$ cat src/core/pmsc_regs.svh
`ifndef PMSC_REGS_SVH
`define PMSC_REGS_SVH

// Byte addresses of the APB registers.
`define PMSC_DETECT_CTRL_ADDR   12'h000
`define PMSC_WARN_STOP_ADDR     12'h004
`define PMSC_IRQ_STATUS_ADDR    12'h008
`define PMSC_IRQ_MASK_ADDR      12'h00c

// Detect control register fields.
`define PMSC_DET_FLAG_BIT       7
`define PMSC_DET_ACK_BIT        6
`define PMSC_DET_IRQ_EN_BIT     5
`define PMSC_DET_RST_EN_BIT     4
`define PMSC_DET_STOP_EN_BIT    3
`define PMSC_DET_MASTER_EN_BIT  2

// Warning and stop control register fields.
`define PMSC_WARN_FLAG_BIT      7
`define PMSC_WARN_ACK_BIT       6
`define PMSC_DET_TRIP_BIT       5
`define PMSC_WARN_TRIP_BIT      4
`define PMSC_PPD_FLAG_BIT       3
`define PMSC_PPD_ACK_BIT        2
`define PMSC_PD_EN_BIT          1
`define PMSC_PD_SEL_BIT         0

// Interrupt status and mask fields.
`define PMSC_IRQ_DET_BIT        0
`define PMSC_IRQ_WARN_BIT       1
`define PMSC_IRQ_PPD_BIT        2

// Reset values.
`define PMSC_DETECT_CTRL_RST    8'h1c
`define PMSC_WARN_STOP_RST      8'h00
`define PMSC_IRQ_MASK_RST       3'h0

`endif

$ cat src/core/pmsc_pkg.sv
package pmsc_pkg;

  typedef enum logic [1:0] {
    PMSC_STOP_PLAIN   = 2'h0,
    PMSC_STOP_FULL_PD = 2'h1,
    PMSC_STOP_PART_PD = 2'h3
  } pmsc_stop_mode_t;

endpackage

$ cat src/core/pmsc_top.sv
`timescale 1ns/1ns
`include "pmsc_regs.svh"

//////////////////////////////////////////////////////////////////////////////
// Operation
// - Detect event sets flag only when master-enabled.
// - Writing ack one clears detect flag.
// - Interrupt requested while flag and enable set.
// - Flag forces reset when reset and master enabled.
// - Stop enable keeps detection running during stop.
// - Master enable turns detection on, qualifies reset and stop enables.
// - Write-once bits take first write after reset.
// - Warning flag sets below trip, including after reset.
// - Warning ack clears only when condition gone.
// - Detect trip select picks low or high.
// - Warning trip select picks low or high.
// - Partial power-down recovery sets its flag.
// - Writing partial ack one clears its flag.
// - Write-once power-down enable gates stop modes.
// - Write-once select picks full or partial stop.
module pmsc_top (
  input  wire logic        sys_clk_in,
  input  wire logic        rst_in,
  input  wire logic        por_in,
  input  wire logic [11:0] paddr_in,
  input  wire logic        psel_in,
  input  wire logic        penable_in,
  input  wire logic        pwrite_in,
  input  wire logic [31:0] pwdata_in,
  input  wire logic [3:0]  pstrb_in,
  output logic      [31:0] prdata_out,
  output logic             pready_out,
  output logic             pslverr_out,
  input  wire logic        detect_low_in,
  input  wire logic        warning_low_in,
  input  wire logic        stop_active_in,
  input  wire logic        ppd_wake_in,
  input  wire logic        stop_req_in,
  output logic             detect_on_out,
  output logic             detect_trip_select_out,
  output logic             warning_trip_select_out,
  output logic             detect_irq_out,
  output logic             detect_reset_out,
  output logic [1:0]       stop_mode_out,
  output logic             irq_out
);

  //////////////////////////////////////////////////////////////////////////////
  // Pin inputs pass three flip-flops; a change counts when stages two and three agree.

  logic [2:0] det_sync_r;
  logic [2:0] warn_sync_r;
  logic [2:0] wake_sync_r;
  logic       det_low_r;
  logic       warn_low_r;
  logic       wake_prev_r;

  always_ff @(posedge sys_clk_in or posedge rst_in) begin
    if (rst_in) begin
      det_sync_r  <= 3'h0;
      warn_sync_r <= 3'h0;
      wake_sync_r <= 3'h0;
    end else begin
      det_sync_r  <= {det_sync_r[1:0], detect_low_in};
      warn_sync_r <= {warn_sync_r[1:0], warning_low_in};
      wake_sync_r <= {wake_sync_r[1:0], ppd_wake_in};
    end
  end

  always_ff @(posedge sys_clk_in or posedge rst_in) begin
    if (rst_in) begin
      det_low_r   <= 1'h0;
      warn_low_r  <= 1'h0;
      wake_prev_r <= 1'h0;
    end else begin
      if (det_sync_r[1] == det_sync_r[2]) begin
        det_low_r <= det_sync_r[2];
      end
      if (warn_sync_r[1] == warn_sync_r[2]) begin
        warn_low_r <= warn_sync_r[2];
      end
      if (wake_sync_r[1] == wake_sync_r[2]) begin
        wake_prev_r <= wake_sync_r[2];
      end
    end
  end

  logic wake_stable;
  assign wake_stable = (wake_sync_r[1] == wake_sync_r[2]) ? wake_sync_r[2] : wake_prev_r;

  //////////////////////////////////////////////////////////////////////////////
  // APB decode. Zero wait states; unmapped addresses answer with an error.

  logic       wr_en;
  logic       rd_en;
  logic       hit_det;
  logic       hit_warn;
  logic       hit_sts;
  logic       hit_mask;
  logic       lane0;

  assign hit_det  = (paddr_in == `PMSC_DETECT_CTRL_ADDR);
  assign hit_warn = (paddr_in == `PMSC_WARN_STOP_ADDR);
  assign hit_sts  = (paddr_in == `PMSC_IRQ_STATUS_ADDR);
  assign hit_mask = (paddr_in == `PMSC_IRQ_MASK_ADDR);
  assign wr_en    = psel_in && penable_in && pwrite_in;
  assign rd_en    = psel_in && penable_in && !pwrite_in;
  assign lane0    = pstrb_in[0];

  assign pready_out  = 1'b1;
  assign pslverr_out = psel_in && penable_in && !(hit_det || hit_warn || hit_sts || hit_mask);

  //////////////////////////////////////////////////////////////////////////////
  // Detect control register.

  logic det_flag_r;
  logic det_irq_en_r;
  logic det_rst_en_r;
  logic det_stop_en_r;
  logic det_master_en_r;
  logic det_wonce_r;
  logic det_wr;
  logic det_active;

  assign det_wr = wr_en && hit_det && lane0;

  always_ff @(posedge sys_clk_in or posedge rst_in) begin
    if (rst_in) begin
      det_irq_en_r    <= 1'h0;
      det_rst_en_r    <= 1'h1;
      det_stop_en_r   <= 1'h1;
      det_master_en_r <= 1'h1;
      det_wonce_r     <= 1'h0;
    end else if (det_wr) begin
      det_irq_en_r <= pwdata_in[`PMSC_DET_IRQ_EN_BIT];
      det_stop_en_r <= pwdata_in[`PMSC_DET_STOP_EN_BIT];
      det_master_en_r <= pwdata_in[`PMSC_DET_MASTER_EN_BIT];
      if (!det_wonce_r) begin
        det_rst_en_r <= pwdata_in[`PMSC_DET_RST_EN_BIT];
        det_wonce_r  <= 1'b1;
      end
    end
  end

  // Detection runs when enabled, and in stop only if the stop enable allows it.
  assign det_active = det_master_en_r && (!stop_active_in || det_stop_en_r);

  always_ff @(posedge sys_clk_in or posedge rst_in) begin
    if (rst_in) begin
      det_flag_r <= 1'h0;
    end else if (det_active && det_low_r) begin
      det_flag_r <= 1'b1;
    end else if (det_wr && pwdata_in[`PMSC_DET_ACK_BIT]) begin
      det_flag_r <= 1'b0;
    end
  end

  assign detect_on_out    = det_active;
  assign detect_irq_out   = det_flag_r && det_irq_en_r;
  assign detect_reset_out = det_flag_r && det_rst_en_r && det_master_en_r;

  //////////////////////////////////////////////////////////////////////////////
  // Warning and stop control register.

  logic warn_flag_r;
  logic det_trip_r;
  logic warn_trip_r;
  logic ppd_flag_r;
  logic pd_en_r;
  logic pd_sel_r;
  logic pd_wonce_r;
  logic warn_wr;

  assign warn_wr = wr_en && hit_warn && lane0;

  // Trip selects survive every reset except power-on.
  always_ff @(posedge sys_clk_in or posedge por_in) begin
    if (por_in) begin
      det_trip_r  <= 1'h0;
      warn_trip_r <= 1'h0;
    end else if (warn_wr) begin
      det_trip_r  <= pwdata_in[`PMSC_DET_TRIP_BIT];
      warn_trip_r <= pwdata_in[`PMSC_WARN_TRIP_BIT];
    end
  end

  assign detect_trip_select_out  = det_trip_r;
  assign warning_trip_select_out = warn_trip_r;

  always_ff @(posedge sys_clk_in or posedge rst_in) begin
    if (rst_in) begin
      pd_en_r    <= 1'h0;
      pd_sel_r   <= 1'h0;
      pd_wonce_r <= 1'h0;
    end else if (warn_wr && !pd_wonce_r) begin
      pd_en_r    <= pwdata_in[`PMSC_PD_EN_BIT];
      pd_sel_r   <= pwdata_in[`PMSC_PD_SEL_BIT];
      pd_wonce_r <= 1'b1;
    end
  end

  // The warning flag is set whenever the condition is present, so right after reset too.
  always_ff @(posedge sys_clk_in or posedge rst_in) begin
    if (rst_in) begin
      warn_flag_r <= 1'h0;
    end else if (warn_low_r) begin
      warn_flag_r <= 1'b1;
    end else if (warn_wr && pwdata_in[`PMSC_WARN_ACK_BIT]) begin
      warn_flag_r <= 1'b0;
    end
  end

  always_ff @(posedge sys_clk_in or posedge rst_in) begin
    if (rst_in) begin
      ppd_flag_r <= 1'h0;
    end else if (wake_stable && !wake_prev_r) begin
      ppd_flag_r <= 1'b1;
    end else if (warn_wr && pwdata_in[`PMSC_PPD_ACK_BIT]) begin
      ppd_flag_r <= 1'b0;
    end
  end

  // Stop indication to the stop sequencer.
  always_ff @(posedge sys_clk_in or posedge rst_in) begin
    if (rst_in) begin
      stop_mode_out <= pmsc_pkg::PMSC_STOP_PLAIN;
    end else if (!stop_req_in || !pd_en_r) begin
      stop_mode_out <= pmsc_pkg::PMSC_STOP_PLAIN;
    end else if (pd_sel_r) begin
      stop_mode_out <= pmsc_pkg::PMSC_STOP_PART_PD;
    end else begin
      stop_mode_out <= pmsc_pkg::PMSC_STOP_FULL_PD;
    end
  end

  //////////////////////////////////////////////////////////////////////////////
  // Interrupt status (write one to clear, set wins) and mask.

  logic [2:0] irq_sts_r;
  logic [2:0] irq_mask_r;
  logic [2:0] irq_evt;
  logic [2:0] det_flag_d_r;

  always_ff @(posedge sys_clk_in or posedge rst_in) begin
    if (rst_in) begin
      det_flag_d_r <= 3'h0;
    end else begin
      det_flag_d_r <= {ppd_flag_r, warn_flag_r, det_flag_r};
    end
  end

  assign irq_evt = {ppd_flag_r, warn_flag_r, detect_irq_out} & ~det_flag_d_r;

  always_ff @(posedge sys_clk_in or posedge rst_in) begin
    if (rst_in) begin
      irq_sts_r <= 3'h0;
    end else if (wr_en && hit_sts && lane0) begin
      irq_sts_r <= (irq_sts_r & ~pwdata_in[2:0]) | irq_evt;
    end else begin
      irq_sts_r <= irq_sts_r | irq_evt;
    end
  end

  always_ff @(posedge sys_clk_in or posedge rst_in) begin
    if (rst_in) begin
      irq_mask_r <= `PMSC_IRQ_MASK_RST;
    end else if (wr_en && hit_mask && lane0) begin
      irq_mask_r <= pwdata_in[2:0];
    end
  end

  assign irq_out = |(irq_sts_r & irq_mask_r);

  //////////////////////////////////////////////////////////////////////////////
  // Read data; acknowledge bits read as zero.

  always_ff @(posedge sys_clk_in or posedge rst_in) begin
    if (rst_in) begin
      prdata_out <= 32'h0;
    end else if (psel_in && !penable_in && !pwrite_in) begin
      prdata_out <= 32'h0;
      if (paddr_in == `PMSC_DETECT_CTRL_ADDR) begin
        prdata_out[7:0] <= {det_flag_r, 1'b0, det_irq_en_r, det_rst_en_r, det_stop_en_r, det_master_en_r, 2'b00};
      end else if (paddr_in == `PMSC_WARN_STOP_ADDR) begin
        prdata_out[7:0] <= {warn_flag_r, 1'b0, det_trip_r, warn_trip_r, ppd_flag_r, 1'b0, pd_en_r, pd_sel_r};
      end else if (paddr_in == `PMSC_IRQ_STATUS_ADDR) begin
        prdata_out[2:0] <= irq_sts_r;
      end else if (paddr_in == `PMSC_IRQ_MASK_ADDR) begin
        prdata_out[2:0] <= irq_mask_r;
      end
    end
  end

  logic unused_rd;
  assign unused_rd = rd_en;

endmodule

$ cat config.mk
export PLATFORM = sky130hd
export DESIGN_NAME = pmsc_top
export DESIGN_NICKNAME = d
export VERILOG_FILES = /design/src/core/pmsc_pkg.sv /design/src/core/pmsc_top.sv
export VERILOG_INCLUDE_DIRS = /design/src /design/src/core
export SDC_FILE = /design/constraint.sdc
export NUM_CORES = 1
export LEC_CHECK = 0
export BUFFER_PORTS_ARGS = -buffer_cell sky130_fd_sc_hd__buf_4
export CAP_MARGIN = 30
export CORE_MARGIN = 1
export CORE_UTILIZATION = 35
export DETAILED_ROUTE_END_ITERATION = 8
export PLACE_DENSITY_LB_ADDON = 0.3
export SLEW_MARGIN = 15
export SYNTH_ARGS = -nofsm -noshare
export SYNTH_HDL_FRONTEND = slang
export SYNTH_SLANG_ARGS = --single-unit
$ cat constraint.sdc
create_clock -name sys_clk_in -period 2.15 [get_ports sys_clk_in]
set_input_delay 0.3225 -clock sys_clk_in [delete_from_list [all_inputs] [get_ports sys_clk_in]]
set_output_delay 0.3225 -clock sys_clk_in [all_outputs]
set_load 0.03 [all_outputs]
==> impl_summary.md <==
Clock network
For the worst-skew pair, the clock arrives at the later sink with an insertion delay of 290 ps. The setup fix buffers added after clock tree synthesis is 0. The cell sitting at the root of the clock tree is a clkbuf_8. The longest clock path from root to sink contains 2 buffers. TritonCTS built the clock tree. After clock tree synthesis, the clock-pin slew on the worst setup and hold paths is 80 ps. Counting every sink on the clock net gives 43. The H-tree generated during clock tree synthesis spans 2 levels. The clock buffer count from CTS is 5.

Final layout
The area added between synthesis and finish is 26.95%. The share of post-route cells with drive strength above 1 is 0.3532. The number of diodes added for antenna fixing is 0. The non-filler instance count after layout is 305. The net total in the final layout is 293.

The final cell area excluding filler cells is 2487 um^2.

Placed design
Once placement finished, the instance area stood at 2365 um^2. Once detailed placement completed, the half-perimeter wirelength came to 2.831 mm. The congestion estimate from routability-driven global placement came to 0.7283. The count of buffers added on input and output ports is 46.

The number of placed instances, taps included, is 296.

STA
Setup violations remaining at the end of the flow were counted as 0. Static timing analysis puts the maximum clock frequency at 490.5 MHz. The worst clock skew on the final layout is 1.673 ps. Counting I/O delays and the setup requirement, the final critical path takes roughly 2000 ps. The max-slew violation total from the final report is 0. Of the available clock period, the critical path in the final layout requires 0.9482.

The hold violation count in the final report is 0. The final hold slack is between 100 and 150 ps. Setup repair after global routing left no endpoint under its margin.

Power
The reported leakage power is 1.258 nW. IR analysis of the VDD net gives a maximum drop of 0.4481 mV. Power spread over the standard cell area amounts to ~650 nW/um^2.

The design draws 0.001607 W.

Floorplanning
The die covers ~6000 um^2. The number of top-level pins is 101. From bottom edge to top edge, the die measures 76.82 um.

The floorplan has 26 rows. The initial utilization of the core area, before any placement, comes to 0.3741. The placeable core area is 5238 um^2. The die is 76.82 um wide.

Yosys
The proportion of synthesized chip area in sequential cells is 0.5511. The mux share of post-synthesis cell area is 0.07727. The complex-gate fraction of the synthesized area is 0.07791. Averaged over all synthesized cells, the footprint is roughly 11 um^2. The synthesized-area fraction occupied by and/or/nand/nor cells is 0.1513. The warning count from the yosys run is 0. The fraction of registers with async set or reset after synthesis is 1.000. The primary flip-flop cell chosen by synthesis mapping is dfrtp_1. By area, the combinational part of the netlist is dominated by simple AND/OR/NAND/NOR gates.

The number of distinct standard cells referenced by the synthesized netlist is 42. The synthesized design contains 0 enable-type register cells. The post-synthesis register bit count is 43. The post-synthesis cell area is 1959 um^2.

After technology mapping, the gate count stands at between 150 and 200. The area share of fa/ha/maj cells after synthesis is 0.01533. Of the total synthesized cell area, the portion taken by XOR and XNOR cells is 0.

Worst setup path
The signal on the critical path passes through buf_4 > or4_4 > buf_4 > nor3_4 > buf_4 > nor2_1 > buf_4. STA puts the critical path data required time at 1830 ps. The largest driver fanout on the critical path is 4. The critical path in this run is classified as in2out. The worst endpoint data arrival time is 1720 ps. The worst setup path is captured at an output pin. For this run, the slowest stage of the critical path takes between 500 and 600 ps. The family of cells with the greatest summed delay on the critical path is simple AND/OR/NAND/NOR gates. The kind of start point of the critical path is an input port. The critical path buffer and inverter count is 4. The worst-path cell with the longest stage delay is or4_4. The most numerous cell type found on the critical path is buf_4.

Route
The total DRC errors in the routed layout is 0. The number of vias in the routed layout is 1376. The total detailed-routing wirelength is 3.736 mm. The first routing iteration left between 60 and 70 violations. Before antenna repair, the detailed router went through 5 iterations. The number of nets still failing antenna checks after routing is 0. After detailed routing, the average wire length per cell comes to 12.25 um. The per-cell via count in the routed design is between 4 and 5.

Global route
The maximum number of pins on one net before global-route repair is 42. The number of antenna violations at the first check in global routing was 0. The aggregate global-route resource usage is 0.1373.

The sum of overflow across all layers after global routing is 0. The first global-routing pass estimated 6.210 mm of wire. The number of global-route vias before repair is approximately 1.3k.

Run status
The run finished with clean final reports.

Hold path
The tightest min-delay check is of the in2reg type.

Flow run
Across the run, the number of max-cap violations was 0.
[flip-flops by register name, summed over array words and instances, names as in the netlist, 2 cells and up]
signal,count
det_flag_d_r,3
warn_sync_r,3
wake_sync_r,3
det_sync_r,3
irq_sts_r,3
stop_mode_out,2
prdata_out,7
irq_mask_r,3
[power breakdown]
| part | switching [W] | leakage (nW) | internal, W |
|---|---|---|---|
| registers | 0.00000749 | 0.526 | 0.000823 |
| logic | 0.000111 | 0.680 | 0.0000568 |
| clock network | 0.000261 | 0.0524 | 0.000347 |
| total | 0.000379 | 1.26 | 0.00123 |
[cell type report]
| class | count | area [um^2] |
|---|---|---|
| clock buffers | 7 | 76.32 |
| clock inverters | 1 | 30.03 |
| fillers | 518 | 2750 |
| inverters | 9 | 33.78 |
| multi-input cells | 116 | 734.5 |
| flip-flops and latches | 43 | 1080 |
| well taps | 70 | 87.58 |
| repair buffers | 59 | 445.4 |
[cell usage in the layout, fill, tap and decap left out, drive strengths merged, types with 2 or more instances in the layout]
cell | netlist | final
buf | 28 | 58
dfrtp | 40 | 40
conb | 2 | 26
nand2 | 22 | 22
inv | 9 | 9
mux2 | 9 | 9
clkbuf | 1 | 7
o21ai | 6 | 6
mux2i | 5 | 5
nor2 | 5 | 5
or4 | 4 | 4
a21o | 4 | 4
maj3 | 3 | 3
dfstp | 3 | 3
nor3 | 3 | 3
nand4 | 2 | 2
nand2b | 2 | 2
nand3 | 2 | 2
nor2b | 2 | 2
a221o | 2 | 2
and3 | 2 | 2
o211ai | 2 | 2
o31ai | 2 | 2
nor4 | 2 | 2
or2 | 2 | 2
[synth_stat cells, types with 2 or more instances]
| library cell | number | area [um^2] |
|---|---|---|
| dfrtp_1 | 40 | 1001 |
| buf_4 | 26 | 195.2 |
| nand2_1 | 22 | 82.58 |
| inv_1 | 9 | 33.78 |
| mux2_2 | 7 | 78.83 |
| mux2i_1 | 5 | 50.05 |
| a21o_1 | 4 | 30.03 |
| nor2_1 | 4 | 15.01 |
| o21ai_1 | 4 | 20.02 |
| or4_4 | 4 | 45.04 |
| dfstp_2 | 3 | 78.83 |
| maj3_1 | 3 | 30.03 |
| a221o_1 | 2 | 20.02 |
| and3_1 | 2 | 12.51 |
| conb_1 | 2 | 7.510 |
| mux2_1 | 2 | 22.52 |
| nand2b_1 | 2 | 12.51 |
| nand3_1 | 2 | 10.01 |
| nand4_1 | 2 | 12.51 |
| nor2b_1 | 2 | 12.51 |
| nor3_1 | 2 | 10.01 |
| o211ai_1 | 2 | 15.01 |
| o21ai_0 | 2 | 10.01 |
| o31ai_1 | 2 | 15.01 |
[kinds of logic (layout without fill, tap and decap cells)]
kind of cell,Yosys count,in the layout
compound gates,21,21
mux,14,14
other cells,2,26
fa+ha+maj,3,3
flops,43,43
buf+inv,38,76
simple gates,52,52
[routing by layer]
layer / wire, um / share of wire / global-route usage
met5: 0 / 0 / 0
met2: 1785 / 0.48 / 0.2188
met4: 46 / 0.012 / 0.05192
met3: 198 / 0.053 / 0.05357
met1: 1705 / 0.46 / 0.1664
[final timing paths]
check | from | endpoint | slack (ps) | cells after the start
max | paddr_in[7] | pslverr_out | 110 | 7
min | detect_low_in | det_sync_r[0] | 130 | 1
max reg2reg | det_master_en_r | det_flag_r | 1050 | 2
min reg2reg | warn_sync_r[0] | warn_sync_r[1] | 350 | 0
max in group asynchronous | por_in | detect_trip_select_out | 1610 | 3
min in group asynchronous | rst_in | warn_sync_r[0] | 150 | 3
[stage by stage]
stage,setup WS (ps),utilization,setup TNS (ps)
5_1_grt,33.81,0.4749,0
3_3_place_gp,-18.56,0.4515,-36.02
3_5_place_dp,-16.86,0.4515,-32.79
6_report,111.3,0.4749,0
2_1_floorplan,103.6,-,0
4_1_cts,46.63,0.4737,0
[repair_timing]
item / 4_1_cts / 5_1_grt
endpoints found under the setup margin: 0 / 1
hold buffers: 1 / 0
hold endpoints to repair: 2 / 0
resized for setup: 0 / 1
No activity file was read; power rests on OpenSTA's default activity.
